[src/nevh_pkg.sv]
// Package: shared constants and types of the note escrow vend handshake
package nevh_pkg;

  // ----------------------------------------------------------------
  // Geometry
  // ----------------------------------------------------------------
  localparam int CHAN_COUNT = 16;
  localparam int INHIBIT_COUNT = 4;
  localparam logic [3:0] LAST_DIRECT_CHAN = 4'h3;

  // ----------------------------------------------------------------
  // Timing, printed figures and derived counts
  // ----------------------------------------------------------------
  localparam longint CLOCK_HZ = 40000000;
  localparam longint PULSE_MS = 100;
  localparam longint ESCROW_S = 30;
  localparam longint OOS_S = 45;
  localparam longint PULSE_CYCLES_L = (CLOCK_HZ * PULSE_MS) / 1000;
  localparam longint ESCROW_CYCLES_L = CLOCK_HZ * ESCROW_S;
  localparam longint OOS_CYCLES_L = CLOCK_HZ * OOS_S;
  localparam int TIMER_WIDTH = 32;
  localparam logic [31:0] PULSE_CYCLES = PULSE_CYCLES_L[31:0];
  localparam logic [31:0] ESCROW_CYCLES = ESCROW_CYCLES_L[31:0];
  localparam logic [31:0] OOS_CYCLES = OOS_CYCLES_L[31:0];

  // ----------------------------------------------------------------
  // Device states
  // ----------------------------------------------------------------
  typedef enum logic [2:0] {
    DEV_IDLE = 3'b000,
    DEV_PULSE1 = 3'b001,
    DEV_ESCROW = 3'b010,
    DEV_STACK = 3'b011,
    DEV_PULSE2 = 3'b100,
    DEV_RETURN = 3'b101,
    DEV_OOS = 3'b110,
    DEV_WAIT_LOW = 3'b111
  } nevh_dev_state_type;

  // ----------------------------------------------------------------
  // Host states
  // ----------------------------------------------------------------
  typedef enum logic [2:0] {
    HST_IDLE = 3'b000,
    HST_VEND = 3'b001,
    HST_CLAIM = 3'b010,
    HST_DONE = 3'b011,
    HST_ABORT = 3'b100
  } nevh_host_state_type;

endpackage : nevh_pkg

[src/nevh_if.sv]
// Interface: parallel lines between validator and vending host
`timescale 1ns/1ps
interface nevh_if;
  logic [15:0] chan;
  logic escrow;
  logic [3:0] inhibit;

  modport validator (
    output chan,
    input escrow,
    input inhibit
  );

  modport host (
    input chan,
    output escrow,
    output inhibit
  );
endinterface : nevh_if

[src/nevh_validator.sv]
// Module: validator end of the note escrow vend handshake
//
// Summary of operation
// - Escrow handshake only in parallel or binary mode
// - Host holds escrow low while idle
// - Validated note: one 100ms channel pulse, hold
// - Host starts vend after first pulse
// - Stack note only after host confirms vend
// - No escrow high within 30s: return note
// - Escrow high: stack, second 100ms pulse
// - Host aborts without final pulse in 30s
// - Host drops escrow after vend completes
// - Channel inhibit during escrow returns note immediately
// - Channels above 3: all inhibits abort
// - Forced removal in escrow: 45s out of service
`timescale 1ns/1ps
module nevh_validator (
  // Clock and reset
  input wire logic mclk_in,
  input wire logic rst_n_in,
  // Link to host
  nevh_if.validator link,
  // Mode and note transport
  input wire logic escrow_mode_in,
  input wire logic note_valid_in,
  input wire logic [3:0] note_chan_in,
  input wire logic note_pulled_in,
  input wire logic stack_done_in,
  // Transport commands and status
  output logic stack_out,
  output logic return_out,
  output logic accept_ready_out,
  output logic out_of_service_out
);

  // ----------------------------------------------------------------
  // Pin synchronisers
  // ----------------------------------------------------------------
  logic escrow_meta;
  logic escrow_sync;
  logic [3:0] inhibit_meta;
  logic [3:0] inhibit_sync;

  always_ff @(posedge mclk_in or negedge rst_n_in)
  begin
    if (!rst_n_in)
    begin
      escrow_meta <= 1'b0;
      escrow_sync <= 1'b0;
      inhibit_meta <= 4'h0;
      inhibit_sync <= 4'h0;
    end
    else
    begin
      escrow_meta <= link.escrow;
      escrow_sync <= escrow_meta;
      inhibit_meta <= link.inhibit;
      inhibit_sync <= inhibit_meta;
    end
  end

  // ----------------------------------------------------------------
  // State and timer
  // ----------------------------------------------------------------
  nevh_pkg::nevh_dev_state_type state;
  nevh_pkg::nevh_dev_state_type next_state;
  logic [31:0] timer;
  logic [3:0] held_chan;
  logic abort_req;
  logic timer_zero;

  assign timer_zero = (timer == 32'h0);

  // Notes on channels above 3 have no inhibit line of their own
  always_comb
  begin
    if (held_chan > nevh_pkg::LAST_DIRECT_CHAN)
      abort_req = &inhibit_sync;
    else
      abort_req = inhibit_sync[held_chan[1:0]];
  end

  always_comb
  begin
    next_state = state;
    case (state)
      nevh_pkg::DEV_IDLE:
        if (note_valid_in && escrow_mode_in && !escrow_sync)
          next_state = nevh_pkg::DEV_PULSE1;
      nevh_pkg::DEV_PULSE1:
        if (note_pulled_in)
          next_state = nevh_pkg::DEV_OOS;
        else if (abort_req)
          next_state = nevh_pkg::DEV_RETURN;
        else if (timer_zero)
          next_state = nevh_pkg::DEV_ESCROW;
      nevh_pkg::DEV_ESCROW:
        if (note_pulled_in)
          next_state = nevh_pkg::DEV_OOS;
        else if (abort_req)
          next_state = nevh_pkg::DEV_RETURN;
        else if (escrow_sync)
          next_state = nevh_pkg::DEV_STACK;
        else if (timer_zero)
          next_state = nevh_pkg::DEV_RETURN;
      nevh_pkg::DEV_STACK:
        if (stack_done_in)
          next_state = nevh_pkg::DEV_PULSE2;
      nevh_pkg::DEV_PULSE2:
        if (timer_zero)
          next_state = nevh_pkg::DEV_WAIT_LOW;
      nevh_pkg::DEV_RETURN:
        next_state = nevh_pkg::DEV_WAIT_LOW;
      nevh_pkg::DEV_OOS:
        if (timer_zero)
          next_state = nevh_pkg::DEV_WAIT_LOW;
      nevh_pkg::DEV_WAIT_LOW:
        if (!escrow_sync)
          next_state = nevh_pkg::DEV_IDLE;
      default:
        next_state = nevh_pkg::DEV_IDLE;
    endcase
  end

  always_ff @(posedge mclk_in or negedge rst_n_in)
  begin
    if (!rst_n_in)
      state <= nevh_pkg::DEV_IDLE;
    else
      state <= next_state;
  end

  // Timer reloads on entry to each timed state, counts down inside
  always_ff @(posedge mclk_in or negedge rst_n_in)
  begin
    if (!rst_n_in)
      timer <= 32'h0;
    else if (next_state != state)
    begin
      case (next_state)
        nevh_pkg::DEV_PULSE1: timer <= nevh_pkg::PULSE_CYCLES - 32'h1;
        // Escrow window counts from the first pulse's start
        nevh_pkg::DEV_ESCROW: timer <= nevh_pkg::ESCROW_CYCLES
          - nevh_pkg::PULSE_CYCLES - 32'h1;
        nevh_pkg::DEV_PULSE2: timer <= nevh_pkg::PULSE_CYCLES - 32'h1;
        nevh_pkg::DEV_OOS: timer <= nevh_pkg::OOS_CYCLES - 32'h1;
        default: timer <= 32'h0;
      endcase
    end
    else if (!timer_zero)
      timer <= timer - 32'h1;
  end

  always_ff @(posedge mclk_in or negedge rst_n_in)
  begin
    if (!rst_n_in)
      held_chan <= 4'h0;
    // Capture only when a note is taken, so a refused strobe cannot move it
    else if (state == nevh_pkg::DEV_IDLE && next_state == nevh_pkg::DEV_PULSE1)
      held_chan <= note_chan_in;
  end

  // ----------------------------------------------------------------
  // Channel line decode
  // ----------------------------------------------------------------
  // One line per note value, so at most one line is ever high
  function automatic logic [15:0] nevh_chan_line(input logic [3:0] idx);
    return 16'h0001 << idx;
  endfunction : nevh_chan_line

  // ----------------------------------------------------------------
  // Outputs
  // ----------------------------------------------------------------
  logic [15:0] chan_reg;
  logic stack_reg;
  logic return_reg;

  always_ff @(posedge mclk_in or negedge rst_n_in)
  begin
    if (!rst_n_in)
    begin
      chan_reg <= 16'h0000;
      stack_reg <= 1'b0;
      return_reg <= 1'b0;
    end
    else
    begin
      // The note input may move during the pulse; only the entry edge reads it
      if (next_state == nevh_pkg::DEV_PULSE1 && state == nevh_pkg::DEV_IDLE)
        chan_reg <= nevh_chan_line(note_chan_in);
      else if (next_state == nevh_pkg::DEV_PULSE1)
        chan_reg <= nevh_chan_line(held_chan);
      else if (next_state == nevh_pkg::DEV_PULSE2)
        chan_reg <= nevh_chan_line(held_chan);
      else
        chan_reg <= 16'h0000;
      stack_reg <= (next_state == nevh_pkg::DEV_STACK);
      return_reg <= (next_state == nevh_pkg::DEV_RETURN);
    end
  end

  assign link.chan = chan_reg;
  assign stack_out = stack_reg;
  assign return_out = return_reg;
  assign accept_ready_out = (state == nevh_pkg::DEV_IDLE);
  assign out_of_service_out = (state == nevh_pkg::DEV_OOS);

endmodule : nevh_validator

[src/flat_wrapper.sv]
// flat-port wrapper written by rule: the top's interface ports become plain ports
module nevh_validator_flat 
  (mclk_in, rst_n_in, escrow_mode_in, note_valid_in, note_chan_in, note_pulled_in, stack_done_in, stack_out, return_out, accept_ready_out, out_of_service_out, link_chan, link_escrow, link_inhibit);
  nevh_if link_i ();
  input wire logic mclk_in;
  input wire logic rst_n_in;
  input wire logic escrow_mode_in;
  input wire logic note_valid_in;
  input wire logic [3:0] note_chan_in;
  input wire logic note_pulled_in;
  input wire logic stack_done_in;
  output logic stack_out;
  output logic return_out;
  output logic accept_ready_out;
  output logic out_of_service_out;
  output wire logic [$bits(link_i.chan)-1:0] link_chan;
  input wire logic [$bits(link_i.escrow)-1:0] link_escrow;
  input wire logic [$bits(link_i.inhibit)-1:0] link_inhibit;
  assign link_chan = link_i.chan;
  assign link_i.escrow = link_escrow;
  assign link_i.inhibit = link_inhibit;
  nevh_validator u_core (.mclk_in(mclk_in), .rst_n_in(rst_n_in), .link(link_i), .escrow_mode_in(escrow_mode_in), .note_valid_in(note_valid_in), .note_chan_in(note_chan_in), .note_pulled_in(note_pulled_in), .stack_done_in(stack_done_in), .stack_out(stack_out), .return_out(return_out), .accept_ready_out(accept_ready_out), .out_of_service_out(out_of_service_out));
endmodule
[config.mk]
export PLATFORM = sky130hd
export DESIGN_NAME = nevh_validator_flat
export DESIGN_NICKNAME = d
export VERILOG_FILES = /design/src/nevh_pkg.sv /design/src/nevh_if.sv /design/src/nevh_validator.sv /design/src/flat_wrapper.sv
export SDC_FILE = /design/constraint.sdc
export NUM_CORES = 1
export LEC_CHECK = 0
export ABC_CLOCK_PERIOD_IN_PS = 6200
export BUFFER_PORTS_ARGS = -buffer_cell sky130_fd_sc_hd__buf_4
export CORE_ASPECT_RATIO = 1.2
export CORE_MARGIN = 1
export CORE_UTILIZATION = 55
export DETAILED_ROUTE_END_ITERATION = 8
export PLACE_DENSITY = 0.75
export SLEW_MARGIN = 0
export SYNTH_ARGS = -nofsm -noshare
export SYNTH_HDL_FRONTEND = slang
export SYNTH_SLANG_ARGS = --single-unit
[constraint.sdc]
create_clock -name mclk_in -period 6.2 [get_ports mclk_in]
set_input_delay 1.24 -clock mclk_in [delete_from_list [all_inputs] [get_ports mclk_in]]
set_output_delay 1.24 -clock mclk_in [all_outputs]
set_load 0.005 [all_outputs]
==> impl_results.md, run 1 <==
* Status: finished clean
* Layout Utilization at 0.654
* CTS tree: yes
* CP endpoint: u_core.timer[6]$_DFFE_PN0P_
* Flops & latches, synth at 67
* Leakage power at 1.64 nW
* # resized after CTS at 0
* Worst r2r src: u_core.timer[0]$_DFFE_PN0P_
* IO buf count at 34
* Number of distinct library cells after synthesis at 52
* Syn Area/Cell at 9.98 µm²
* Fraction of layout cells with a size suffix above 1 at 0.185
* Vias/cell at 5.91
* Slew HR at 0.228
* Worst Clk Skew at 0.0120 ns
* Clock Tree Root: clkbuf_8
* Clock Latency Late Sink at 0.35 ns
* Post-CTS setup buffers at 0
* RSZ-0062 raised after global routing: no
* CP Capture Type: flop
* Total of max-cap violations at 0
* Largest net degree at the start of global routing at 68
* Async SR Flop Fraction at 1.00
* Slew Limit Fails at 0
* P per Cell Area at 505 mW/mm²
* Starting Density at 0.569
* Clock sink count at 67
* EDFF count, synth at 0
* Critical Path Start Type: flop
* Total wire length at 7380 µm
* Flop-to-flop setup slack at 2.72 ns
* DRC errors left at 0
* Min cycle time layout at 3.48 ns
* Die width at 74.0 µm
* Synth warn at 0
* TritonRoute pass-1 iters at 5
* Worst R2R End: u_core.timer[6]$_DFFE_PN0P_
* Placed wire-length estimate at 5190 µm
* Vias in the first global route at 2554
* Die footprint at 0.00654 mm²
* CP Max Fanout at 10
* Cts hold-fix bufs at 0
* Count leader, synth: dfrtp_1
* ANT nets after route at 0
* Diode count at 0
* Routed vias at 2725
* Clk buf depth at 2
* Fraction of the cycle the final worst path needs at 0.562
* Max reg flops at 32
* H-tree levels at 3
* CP required at 6.47 ns
* First-pass GRT wire length at 12100 µm
* Yosys top cell area share at 0.490
* Total GRT Usage at 0.250
* Die height at 88.4 µm
* Critical path type: reg -> reg
* CP arrival at 3.75 ns
* Max Fclk at 0.287 GHz
* Site Rows at 31
* Final Wtd Congestion at 0.870
* Total core area at 0.00601 mm²
* Final setup violation count at 0
* Worst Setup SP: u_core.timer[0]$_DFFE_PN0P_
* Final hold vios at 0
* CTS clk-pin slew, worst paths at 0.08 ns
* Synthesized cell area at 0.00342 mm²
* Main synth FF type: dfrtp_1
* Worst R2R Path Depth at 10
* HP Class: reg -> reg
* WL per Instance at 16.0 µm
* Setup TNS at 0 ns
* Max rail drop VDD at 257 µV
* Nets at 390
* Top cells by count, synth: 67 x dfrtp_1, 32 x nor2_1, 23 x nand2_1, 19 x o22ai_1, 19 x xnor2_1
* Antenna violations before repair at 0
* Sequential cell area at 0.00168 mm²
* Post-synth top area cell: dfrtp_1
* Mapped Cells at 343
* Area delta synth->final at 14.8%
* Syn Nets at 359
* Sequential fraction of the synthesis area at 0.490
* Area occupied by multi-input gates at 0.00166 mm²
* Io pins at 35
* DRT iter0 DRCs at 199
* Fillers at 495
* CTS buffer count at 9
* Synth top area cells: dfrtp_1 49%, xnor2_1 4.9%, nor2_1 3.5%
* Gr ovfl total at 0
* Slew @ Worst Pin at 1.15 ns
## cell usage in the layout (no fill, tap or decap), types with 3 or more instances in the layout
cell and n:
and2_1 3, inv_1 7, nor3_1 17, xor2_1 11, o22ai_1 19, buf_4 35, nand4_1 5, mux2i_1 5
clkbuf_8 9, nand3b_1 3, or2_2 4, o21a_1 10, or4_1 7, nand3_1 7, nor4_1 10, inv_6 3
xnor2_1 19, nor2b_1 3, nand2_1 23, dfrtp_1 67, o21ai_0 17, a21oi_1 9, nor2_1 32, nand2b_1 11
mux2_2 4
## worst min path at each step
stage                     slack, ns  cells past startpoint                        startpoint                               end
after global routing           0.36                      0  u_core.inhibit_meta[0]$_DFF_PN0_  u_core.inhibit_sync[0]$_DFF_PN0_
after global placement         0.33                      0  u_core.inhibit_meta[1]$_DFF_PN0_  u_core.inhibit_sync[1]$_DFF_PN0_
after floorplan                0.33                      0      u_core.escrow_meta$_DFF_PN0_      u_core.escrow_sync$_DFF_PN0_
after CTS                      0.35                      0  u_core.inhibit_meta[1]$_DFF_PN0_  u_core.inhibit_sync[1]$_DFF_PN0_
after detailed placement       0.34                      0  u_core.inhibit_meta[1]$_DFF_PN0_  u_core.inhibit_sync[1]$_DFF_PN0_
final                          0.34                      0  u_core.inhibit_meta[1]$_DFF_PN0_  u_core.inhibit_sync[1]$_DFF_PN0_
## metrics by stage
step                      instances  area, µm²  worst slack, ns  hold slack, ns  total power, mW
final                           461       3930             2.72           0.341             1.99
after global routing            461       3930             2.45           0.359             2.14
after CTS                       461       3930             2.70           0.348             2.00
after detailed placement        445       3720             2.46           0.336             1.61
after global placement          445       3720             2.58           0.331             1.58
after floorplan                 343       3420             2.59           0.331             1.37
## where the power goes
part | internal [mW] | switching, mW | leakage [nW]
sequential | 0.566 | 0.144 | 0.853
clock | 0.193 | 0.189 | 0.0988
combinational | 0.381 | 0.515 | 0.691
total | 1.14 | 0.847 | 1.64
## area by class of cell
type,count,share of cell area
Clock buffer,9,0.0315
Tap cell,82,0.0261
Clock inverter,7,0.0210
Inverter,7,0.00669
Sequential cell,67,0.427
Multi-Input combinational cell,254,0.421
Timing Repair Buffer,35,0.0669
## per-layer routing
layer / GRT usage / wire (µm)
met5: 0 / 0
met4: 0.0962 / 146
met3: 0.0706 / 360
met2: 0.417 / 3710
met1: 0.306 / 3160
## critical path, stage by stage, from the launching register on
cell	delay, ns
dfrtp_1	0.40
inv_1	0.10
ha_1	0.18
nor3b_2	0.35
and4_1	0.39
and3_1	0.39
mux2i_1	0.24
a2bb2oi_1	0.39
nand3_1	0.15
a32oi_2	0.56
a21boi_0	0.24
## cells by family (layout without fill, tap and decap cells)
family / Yosys count / in the layout / share of synthesized area
and+or+nand+nor: 140 / 140 / 0.230
DFF: 67 / 67 / 0.490
AOI/OAI and AO/OA: 73 / 73 / 0.142
muxes: 10 / 10 / 0.0322
buffers and inverters: 22 / 58 / 0.0263
xor gates and xnor gates: 30 / 30 / 0.0768
adders and majority gates: 1 / 1 / 0.00366
No activity file was read; power rests on OpenSTA's default activity.
==> inputs of run 2 (changes only) <==
--- a/config.mk
+++ b/config.mk
@@ -5,13 +5,14 @@
 export SDC_FILE = /design/constraint.sdc
 export NUM_CORES = 1
 export LEC_CHECK = 0
-export ABC_CLOCK_PERIOD_IN_PS = 6200
+export ABC_AREA = 1
+export ABC_CLOCK_PERIOD_IN_PS = 2900
 export BUFFER_PORTS_ARGS = -buffer_cell sky130_fd_sc_hd__buf_4
 export CORE_ASPECT_RATIO = 1.2
 export CORE_MARGIN = 1
-export CORE_UTILIZATION = 55
+export CORE_UTILIZATION = 54
 export DETAILED_ROUTE_END_ITERATION = 8
-export PLACE_DENSITY = 0.75
+export PLACE_DENSITY = 0.77
 export SLEW_MARGIN = 0
 export SYNTH_ARGS = -nofsm -noshare
 export SYNTH_HDL_FRONTEND = slang
==> constraint.sdc (replaced) <==
create_clock -name mclk_in -period 2.9 [get_ports mclk_in]
set_input_delay 0.58 -clock mclk_in [delete_from_list [all_inputs] [get_ports mclk_in]]
set_output_delay 0.58 -clock mclk_in [all_outputs]
set_load 0.005 [all_outputs]
==> run 2 against run 1 <==
Worst setup slack got worse by 2.4 ns. Utilization increased by 0.54 points. Via count increased by 18%. Largest power group unchanged. Power increased by 150%. Critical endpoint is now u_core.timer[5]$_DFFE_PN0P_.
==> impl_results.md, run 2 <==
* CP required at 3.11 ns (was 6.47 ns)
* Max rail drop VDD at 705 µV (was 257 µV)
* Placed wire-length estimate at 6090 µm (was 5190 µm)
* Status: finished clean (unchanged)
* Leakage power at 2.18 nW (was 1.64 nW)
* Yosys top cell area share at 0.453 (was 0.490)
* Cts hold-fix bufs at 0 (unchanged)
* Flops & latches, synth at 67 (unchanged)
* EDFF count, synth at 0 (unchanged)
* Crit path cell chain: inv_1 -> ha_1 -> nand2_2 -> nor2_4 -> nand2_2 -> o21ai_1 -> nand2_1 -> nand3_1 -> nand3_2 -> nand2_2 -> nand2_1 -> nand2_1 -> nand4_1 -> inv_1 -> buf_4 -> a21oi_1 (was inv_1 -> ha_1 -> nor3b_2 -> and4_1 -> and3_1 -> mux2i_1 -> a2bb2oi_1 -> nand3_1 -> a32oi_2 -> a21boi_0)
* Clock Latency Late Sink at 0.35 ns (about the same)
* Worst slack, placed at 0.284 ns (was 2.46 ns)
* Count leader, synth: nand2_1 (was dfrtp_1)
* Die height at 92.7 µm (was 88.4 µm)
* DRC errors left at 0 (unchanged)
* CTS clk-pin slew, worst paths at 0.08 ns (about the same)
* WL per Instance at 13.8 µm (was 16.0 µm)
* Total GRT Usage at 0.258 (was 0.250)
* Routed vias at 3215 (was 2725)
* Sequential fraction of the synthesis area at 0.453 (was 0.490)
* HP Class: in -> async (was reg -> reg)
* Die footprint at 0.00720 mm² (was 0.00654 mm²)
* Fillers at 563 (was 495)
* Syn Nets at 486 (was 359)
* Setup TNS at 0 ns (unchanged)
* ANT nets after route at 0 (unchanged)
* CP Capture Type: flop (unchanged)
* Setup ws final at 0.281 ns (was 2.72 ns)
* Most frequent cells in the layout: 112 x nand2_1, 67 x dfrtp_1, 58 x nor2_1 (was 67 x dfrtp_1, 35 x buf_4, 32 x nor2_1)
* Commonest non-fill, non-tap cell in the layout: nand2_1 (was dfrtp_1)
* Placed cells at 585 (was 445)
* H-tree levels at 3 (unchanged)
* Critical path type: reg -> reg (unchanged)
* Largest net degree at the start of global routing at 68 (unchanged)
* Number of distinct library cells after synthesis at 39 (was 52)
* CTS buffer count at 9 (unchanged)
* Syn Area/Cell at 7.88 µm² (was 9.98 µm²)
* Worst Clk Skew at 0.0133 ns (was 0.0120 ns)
* Min cycle time layout at 2.62 ns (was 3.48 ns)
* CP Max Fanout at 20 (was 10)
* Io pins at 35 (unchanged)
* Clk buf depth at 2 (unchanged)
* Slew HR at 0.448 (was 0.228)
* Final hold vios at 0 (unchanged)
* Worst r2r src: u_core.timer[0]$_DFFE_PN0P_ (unchanged)
* Synthesized cell area at 0.00370 mm² (was 0.00342 mm²)
* Gr ovfl total at 0 (unchanged)
* CP arrival at 2.82 ns (was 3.75 ns)
* Post-CTS setup buffers at 0 (unchanged)
* Worst R2R Path Depth at 16 (was 10)
* Worst R2R End: u_core.timer[5]$_DFFE_PN0P_ (was u_core.timer[6]$_DFFE_PN0P_)
* Top cells by count, synth: 113 x nand2_1, 67 x dfrtp_1, 58 x nor2_1, 42 x inv_1, 27 x a21oi_1 (was 67 x dfrtp_1, 32 x nor2_1, 23 x nand2_1, 19 x o22ai_1, 19 x xnor2_1)
* Nets at 527 (was 390)
* Total of max-cap violations at 0 (unchanged)
* Total wire length at 8300 µm (was 7380 µm)
* Min Hold Slack at 0.310 ns (was 0.341 ns)
* Antenna violations before repair at 0 (unchanged)
* TritonRoute pass-1 iters at 4 (was 5)
* CTS tree: yes (unchanged)
* Max reg flops at 32 (unchanged)
* Fraction of the cycle the final worst path needs at 0.903 (was 0.562)
* Fraction of layout cells with a size suffix above 1 at 0.200 (was 0.185)
* Die width at 77.6 µm (was 74.0 µm)
* RSZ-0062 raised after global routing: no (unchanged)
* Final setup violation count at 0 (unchanged)
* Slew @ Worst Pin at 0.828 ns (was 1.15 ns)
* Vias/cell at 5.35 (was 5.91)
* Flop-to-flop setup slack at 0.28 ns (was 2.72 ns)
* Crit-path slowest cell: dfrtp_1 (was a32oi_2)
* Starting Density at 0.568 (was 0.569)
* Slew Limit Fails at 0 (unchanged)
* DRT iter0 DRCs at 195 (was 199)
* Clock Tree Root: clkbuf_8 (unchanged)
* Synth top area cells: dfrtp_1 45%, nand2_1 11%, nor2_1 5.9% (was dfrtp_1 49%, xnor2_1 4.9%, nor2_1 3.5%)
* Critical Path Start Type: flop (unchanged)
* Mapped Cells at 470 (was 343)
* First-pass GRT wire length at 14500 µm (was 12100 µm)
* Critical path buffers and inverters at 3 (was 1)
* Placed Area at 0.00404 mm² (was 0.00372 mm²)
* Post-synth top area cell: dfrtp_1 (unchanged)
* Post-layout power at 4.96 mW (was 1.99 mW)
* Layout Utilization at 0.659 (was 0.654)
* Main synth FF type: dfrtp_1 (unchanged)
* Crit-path leading delay family: simple AND/OR/NAND/NOR gates (unchanged)
* Total core area at 0.00653 mm² (was 0.00601 mm²)
* Synth warn at 0 (unchanged)
* Site Rows at 32 (was 31)
* Cell Count, Final, Fillers Out at 601 (was 461)
* CP peak stage delay at 0.38 ns (was 0.56 ns)
* P per Cell Area at 1150 mW/mm² (was 505 mW/mm²)
* Cell area after layout at 0.00430 mm² (was 0.00393 mm²)
* Max Fclk at 0.382 GHz (was 0.287 GHz)
* IO buf count at 34 (unchanged)
* Diode count at 0 (unchanged)
* Final Wtd Congestion at 0.957 (was 0.870)
* Area delta synth->final at 16.1% (was 14.8%)
* Clock sink count at 67 (unchanged)
* Async SR Flop Fraction at 1.00 (unchanged)
* Vias in the first global route at 3308 (was 2554)
==> run 2: per-layer routing <==
layer,wire length (µm),vias up,GRT usage,share of wire
met5,0,-,0,0
met4,227,0,0.113,0.027
met3,364,19,0.0463,0.044
met2,4270,93,0.465,0.51
met1,3440,1513,0.297,0.41
li1,-,1590,-,-
==> run 2: kinds of logic (layout without fill, tap and decap cells) <==
kind of cell	count (synthesis)	in the layout	synth area share
buffers and inverters	63	109	0.0706
adder cells (fa/ha/maj)	1	1	0.00338
AND/OR/NAND/NOR	255	255	0.325
flip-flops	67	67	0.453
XOR/XNOR	25	25	0.0591
AO/OA/AOI/OAI	59	59	0.0898
==> run 2: report_power, final <==
group | leakage [nW] | total, mW | internal (mW) | switching, mW
registers | 0.865 | 1.48 | 1.22 | 0.257
clock network | 0.120 | 0.959 | 0.577 | 0.382
logic | 1.20 | 2.52 | 0.870 | 1.65
==> run 2: worst max-delay path by stage <==
| stage | from | endpoint | depth (start not counted) |
|---|---|---|---|
| CTS | u_core.timer[0]$_DFFE_PN0P_ | u_core.timer[1]$_DFFE_PN0P_ | 15 |
| global placement | u_core.timer[0]$_DFFE_PN0P_ | u_core.timer[1]$_DFFE_PN0P_ | 15 |
| detailed placement | u_core.timer[0]$_DFFE_PN0P_ | u_core.timer[3]$_DFFE_PN0P_ | 15 |
| finish | u_core.timer[0]$_DFFE_PN0P_ | u_core.timer[5]$_DFFE_PN0P_ | 16 |
| floorplan | u_core.timer[0]$_DFFE_PN0P_ | u_core.timer[16]$_DFFE_PN0P_ | 16 |
| global route | u_core.timer[0]$_DFFE_PN0P_ | u_core.timer[19]$_DFFE_PN0P_ | 16 |
==> run 2: what timing repair did <==
item | 4_1_cts | 5_1_grt
setup endpoints to repair | 0 | 7
gates resized for setup | 0 | 2
hold endpoints to repair | 0 | 0
==> run 2: layout make-up <==
type,count,area [µm²],share of cell area
clock buffers,9,124,0.0288
repair buffers,38,285,0.0663
multi-input cells,340,1780,0.413
inverters,55,209,0.0486
clock inverters,7,124,0.0288
flip-flops and latches,67,1680,0.390
well taps,85,106,0.0247
==> run 2: worst reg2reg max path, delay by kind of cell, from the launching register on <==
family                   cells  cell delay [ns]
AND/OR/NAND/NOR             10             1.21
flip-flops                   1             0.38
adder cells (fa/ha/maj)      1             0.20
buffers and inverters        3             0.42
AO/OA/AOI/OAI                2             0.27
==> inputs of run 3 (changes only) <==
--- a/config.mk
+++ b/config.mk
@@ -6,7 +6,7 @@
 export NUM_CORES = 1
 export LEC_CHECK = 0
 export ABC_AREA = 1
-export ABC_CLOCK_PERIOD_IN_PS = 2900
+export ABC_CLOCK_PERIOD_IN_PS = 2250
 export BUFFER_PORTS_ARGS = -buffer_cell sky130_fd_sc_hd__buf_4
 export CORE_ASPECT_RATIO = 1.2
 export CORE_MARGIN = 1
==> constraint.sdc (replaced) <==
create_clock -name mclk_in -period 2.25 [get_ports mclk_in]
set_input_delay 0.45 -clock mclk_in [delete_from_list [all_inputs] [get_ports mclk_in]]
set_output_delay 0.45 -clock mclk_in [all_outputs]
set_load 0.005 [all_outputs]
==> run 3 against run 2 <==
The run now ends with setup timing left. Critical path depth increased by 1. Sequential power is 29% higher. Power is 100% higher. Combinational power grew to 2.7 times the previous value. Sequential share of layout area fell by 9.1 points. Hold slack worse by 0.14 ns. Design area is 31% higher. Count of clock-buffer cells in the layout unchanged. Final cell count grew 15%. Die area unchanged. Largest power group unchanged.
==> impl_results.md, run 3 (same netlist as run 2, synthesis figures left out) <==
* Status: complete, but fails checks (was finished clean)
* Failing checks: setup timing
* CTS clk-pin slew, worst paths at 0.09 ns (was 0.08 ns)
* Worst slack, placed at -0.102 ns (was 0.284 ns)
* Slew @ Worst Pin at 0.840 ns (was 0.828 ns)
* Max rail drop VDD at 1320 µV (was 705 µV)
* CTS tree: yes (unchanged)
* Total of max-cap violations at 0 (unchanged)
* CP Capture Type: flop (unchanged)
* Final hold vios at 0 (unchanged)
* Clk buf depth at 2 (unchanged)
* Cts hold-fix bufs at 0 (unchanged)
* Antenna violations before repair at 0 (unchanged)
* Critical path type: reg -> reg (unchanged)
* Total wire length at 13800 µm (was 8300 µm)
* Placed cells at 643 (was 585)
* Met3 Usage GRT at 0.0581 (was 0.0463)
* CP arrival at 2.98 ns (was 2.82 ns)
* Largest net degree at the start of global routing at 68 (unchanged)
* Gr ovfl total at 0 (unchanged)
* CP Max Fanout at 6 (was 20)
* Routed vias at 4158 (was 3215)
* Vias in the first global route at 3872 (was 3308)
* Min cycle time layout at 2.71 ns (was 2.62 ns)
* Met1 GRT Util at 0.358 (was 0.297)
* Final setup violation count at 53 (was 0)
* Clock sink count at 67 (unchanged)
* CP required at 2.52 ns (was 3.11 ns)
* Fraction of the cycle the final worst path needs at 1.20 (was 0.903)
* Max Fclk at 0.369 GHz (was 0.382 GHz)
* Placed wire-length estimate at 6900 µm (was 6090 µm)
* Layout Utilization at 0.861 (was 0.659)
* Die footprint at 0.00720 mm² (unchanged)
* Worst Clk Skew at 0.0153 ns (was 0.0133 ns)
* RSZ-0062 raised after global routing: yes (was no)
* First-pass GRT wire length at 17900 µm (was 14500 µm)
* Die width at 77.6 µm (unchanged)
* Starting Density at 0.568 (unchanged)
* Cell area after layout at 0.00562 mm² (was 0.00430 mm²)
* Vias/cell at 6.01 (was 5.35)
* Slew Limit Fails at 0 (unchanged)
* Max reg flops at 32 (unchanged)
* Setup ws final at -0.461 ns (was 0.281 ns)
* Commonest non-fill, non-tap cell in the layout: buf_4 (was nand2_1)
* H-tree levels at 3 (unchanged)
* Fillers at 333 (was 563)
* Diode count at 0 (unchanged)
* Met2 Use GR at 0.604 (was 0.465)
* Area delta synth->final at 51.7% (was 16.1%)
* P per Cell Area at 1770 mW/mm² (was 1150 mW/mm²)
* Io pins at 35 (unchanged)
* DRT iter0 DRCs at 364 (was 195)
* Total GRT Usage at 0.328 (was 0.258)
* Critical Path Start Type: flop (unchanged)
* Nets at 618 (was 527)
* DRC errors left at 0 (unchanged)
* HP Class: in -> async (unchanged)
* Placed Area at 0.00452 mm² (was 0.00404 mm²)
* Site Rows at 32 (unchanged)
* Fraction of layout cells with a size suffix above 1 at 0.463 (was 0.200)
* Clock Latency Late Sink at 0.37 ns (was 0.35 ns)
* Cell Count, Final, Fillers Out at 692 (was 601)
* Leakage power at 2.79 nW (was 2.18 nW)
* GRT busiest layer: met2 (unchanged)
* Slew HR at 0.440 (was 0.448)
* CTS buffer count at 9 (unchanged)
* TritonRoute pass-1 iters at 5 (was 4)
* Final Wtd Congestion at 0.882 (was 0.957)
* Most frequent cells in the layout: 112 x buf_4, 83 x nand2_1, 64 x dfrtp_1 (was 112 x nand2_1, 67 x dfrtp_1, 58 x nor2_1)
* Die height at 92.7 µm (unchanged)
* Total core area at 0.00653 mm² (unchanged)
* IO buf count at 34 (unchanged)
* ANT nets after route at 0 (unchanged)
* WL per Instance at 19.9 µm (was 13.8 µm)
* Clock Tree Root: clkbuf_8 (unchanged)
run 3: cell count changes in the layout (fill, tap and decap cells not counted), moves of 15 or more:
| cell | before | now |
|---|---|---|
| nand2_1 | 112 | 83 |
| a21oi_2 | 0 | 15 |
| buf_4 | 38 | 112 |
| a21oi_1 | 27 | 11 |
| nand2_2 | 8 | 23 |
run 3: routing by layer:
layer  up-vias  part of all wire
met5         -                 0
met2       285              0.52
met3       113             0.071
met4         0             0.072
li1       1783                 -
met1      1977              0.34
run 3: what timing repair did:
action | CTS | global route
endpoints found under the setup margin | 49 | 52
buffers inserted | 16 | 12
gates resized for setup | 69 | 87
pin swaps | 7 | 31
gates cloned | 3 | 2
run 3: stage by stage:
stage / TNS [ns] / total power, mW / hold WS [ns]
after global placement: 0 / 5.75 / 0.331
after global routing: -18.14 / 10.3 / 0.191
after detailed placement: -1.82 / 5.88 / 0.337
after CTS: -0.153 / 8.55 / 0.196
after floorplan: 0 / 4.30 / 0.154
final: -15.35 / 9.95 / 0.170
run 3: final timing paths:
kind                                            startpoint                          endpoint  slack, ns  cells past startpoint
min                                               rst_n_in      u_core.timer[11]$_DFFE_PN0P_       0.17                      1
min reg2reg                   u_core.escrow_meta$_DFF_PN0_      u_core.escrow_sync$_DFF_PN0_       0.36                      0
max in group asynchronous                         rst_n_in         u_core.state[0]$_DFF_PN0_       1.45                      1
max                        u_core.held_chan[0]$_DFFE_PN0P_      u_core.timer[26]$_DFFE_PN0P_      -0.46                     17
max reg2reg                u_core.held_chan[0]$_DFFE_PN0P_      u_core.timer[26]$_DFFE_PN0P_      -0.46                     17
min in group mclk_in                       link_inhibit[1]  u_core.inhibit_meta[1]$_DFF_PN0_       0.19                      1
run 3: power breakdown:
group | leakage, nW | total [mW] | switching (mW) | internal, mW
sequential | 0.861 | 1.91 | 0.330 | 1.58
clock | 0.124 | 1.28 | 0.531 | 0.745
combinational | 1.80 | 6.76 | 3.75 | 3.01
run 3: layout make-up:
class | count | area [µm²] | share of cell area
multi-input combinational | 340 | 2240 | 0.399
sequential | 67 | 1680 | 0.299
timing repair buffer | 129 | 1120 | 0.200
inverter | 55 | 221 | 0.0394
clock inverter | 7 | 125 | 0.0223
clock buffer | 9 | 124 | 0.0220
tap | 85 | 106 | 0.0189
run 3: worst max-delay path, cell delays in order (launching register included):
cell	delay [ns]
dfrtp_1	0.45
inv_2	0.09
nand2_2	0.09
nand2_2	0.08
nand2_2	0.09
nand2_2	0.07
a21oi_4	0.27
nand2_2	0.08
nand2_2	0.12
nand3_1	0.09
nor2_1	0.20
nand2_1	0.12
nand2_1	0.11
inv_2	0.06
buf_4	0.14
nand3_4	0.13
nand2_1	0.17
a21oi_1	0.25
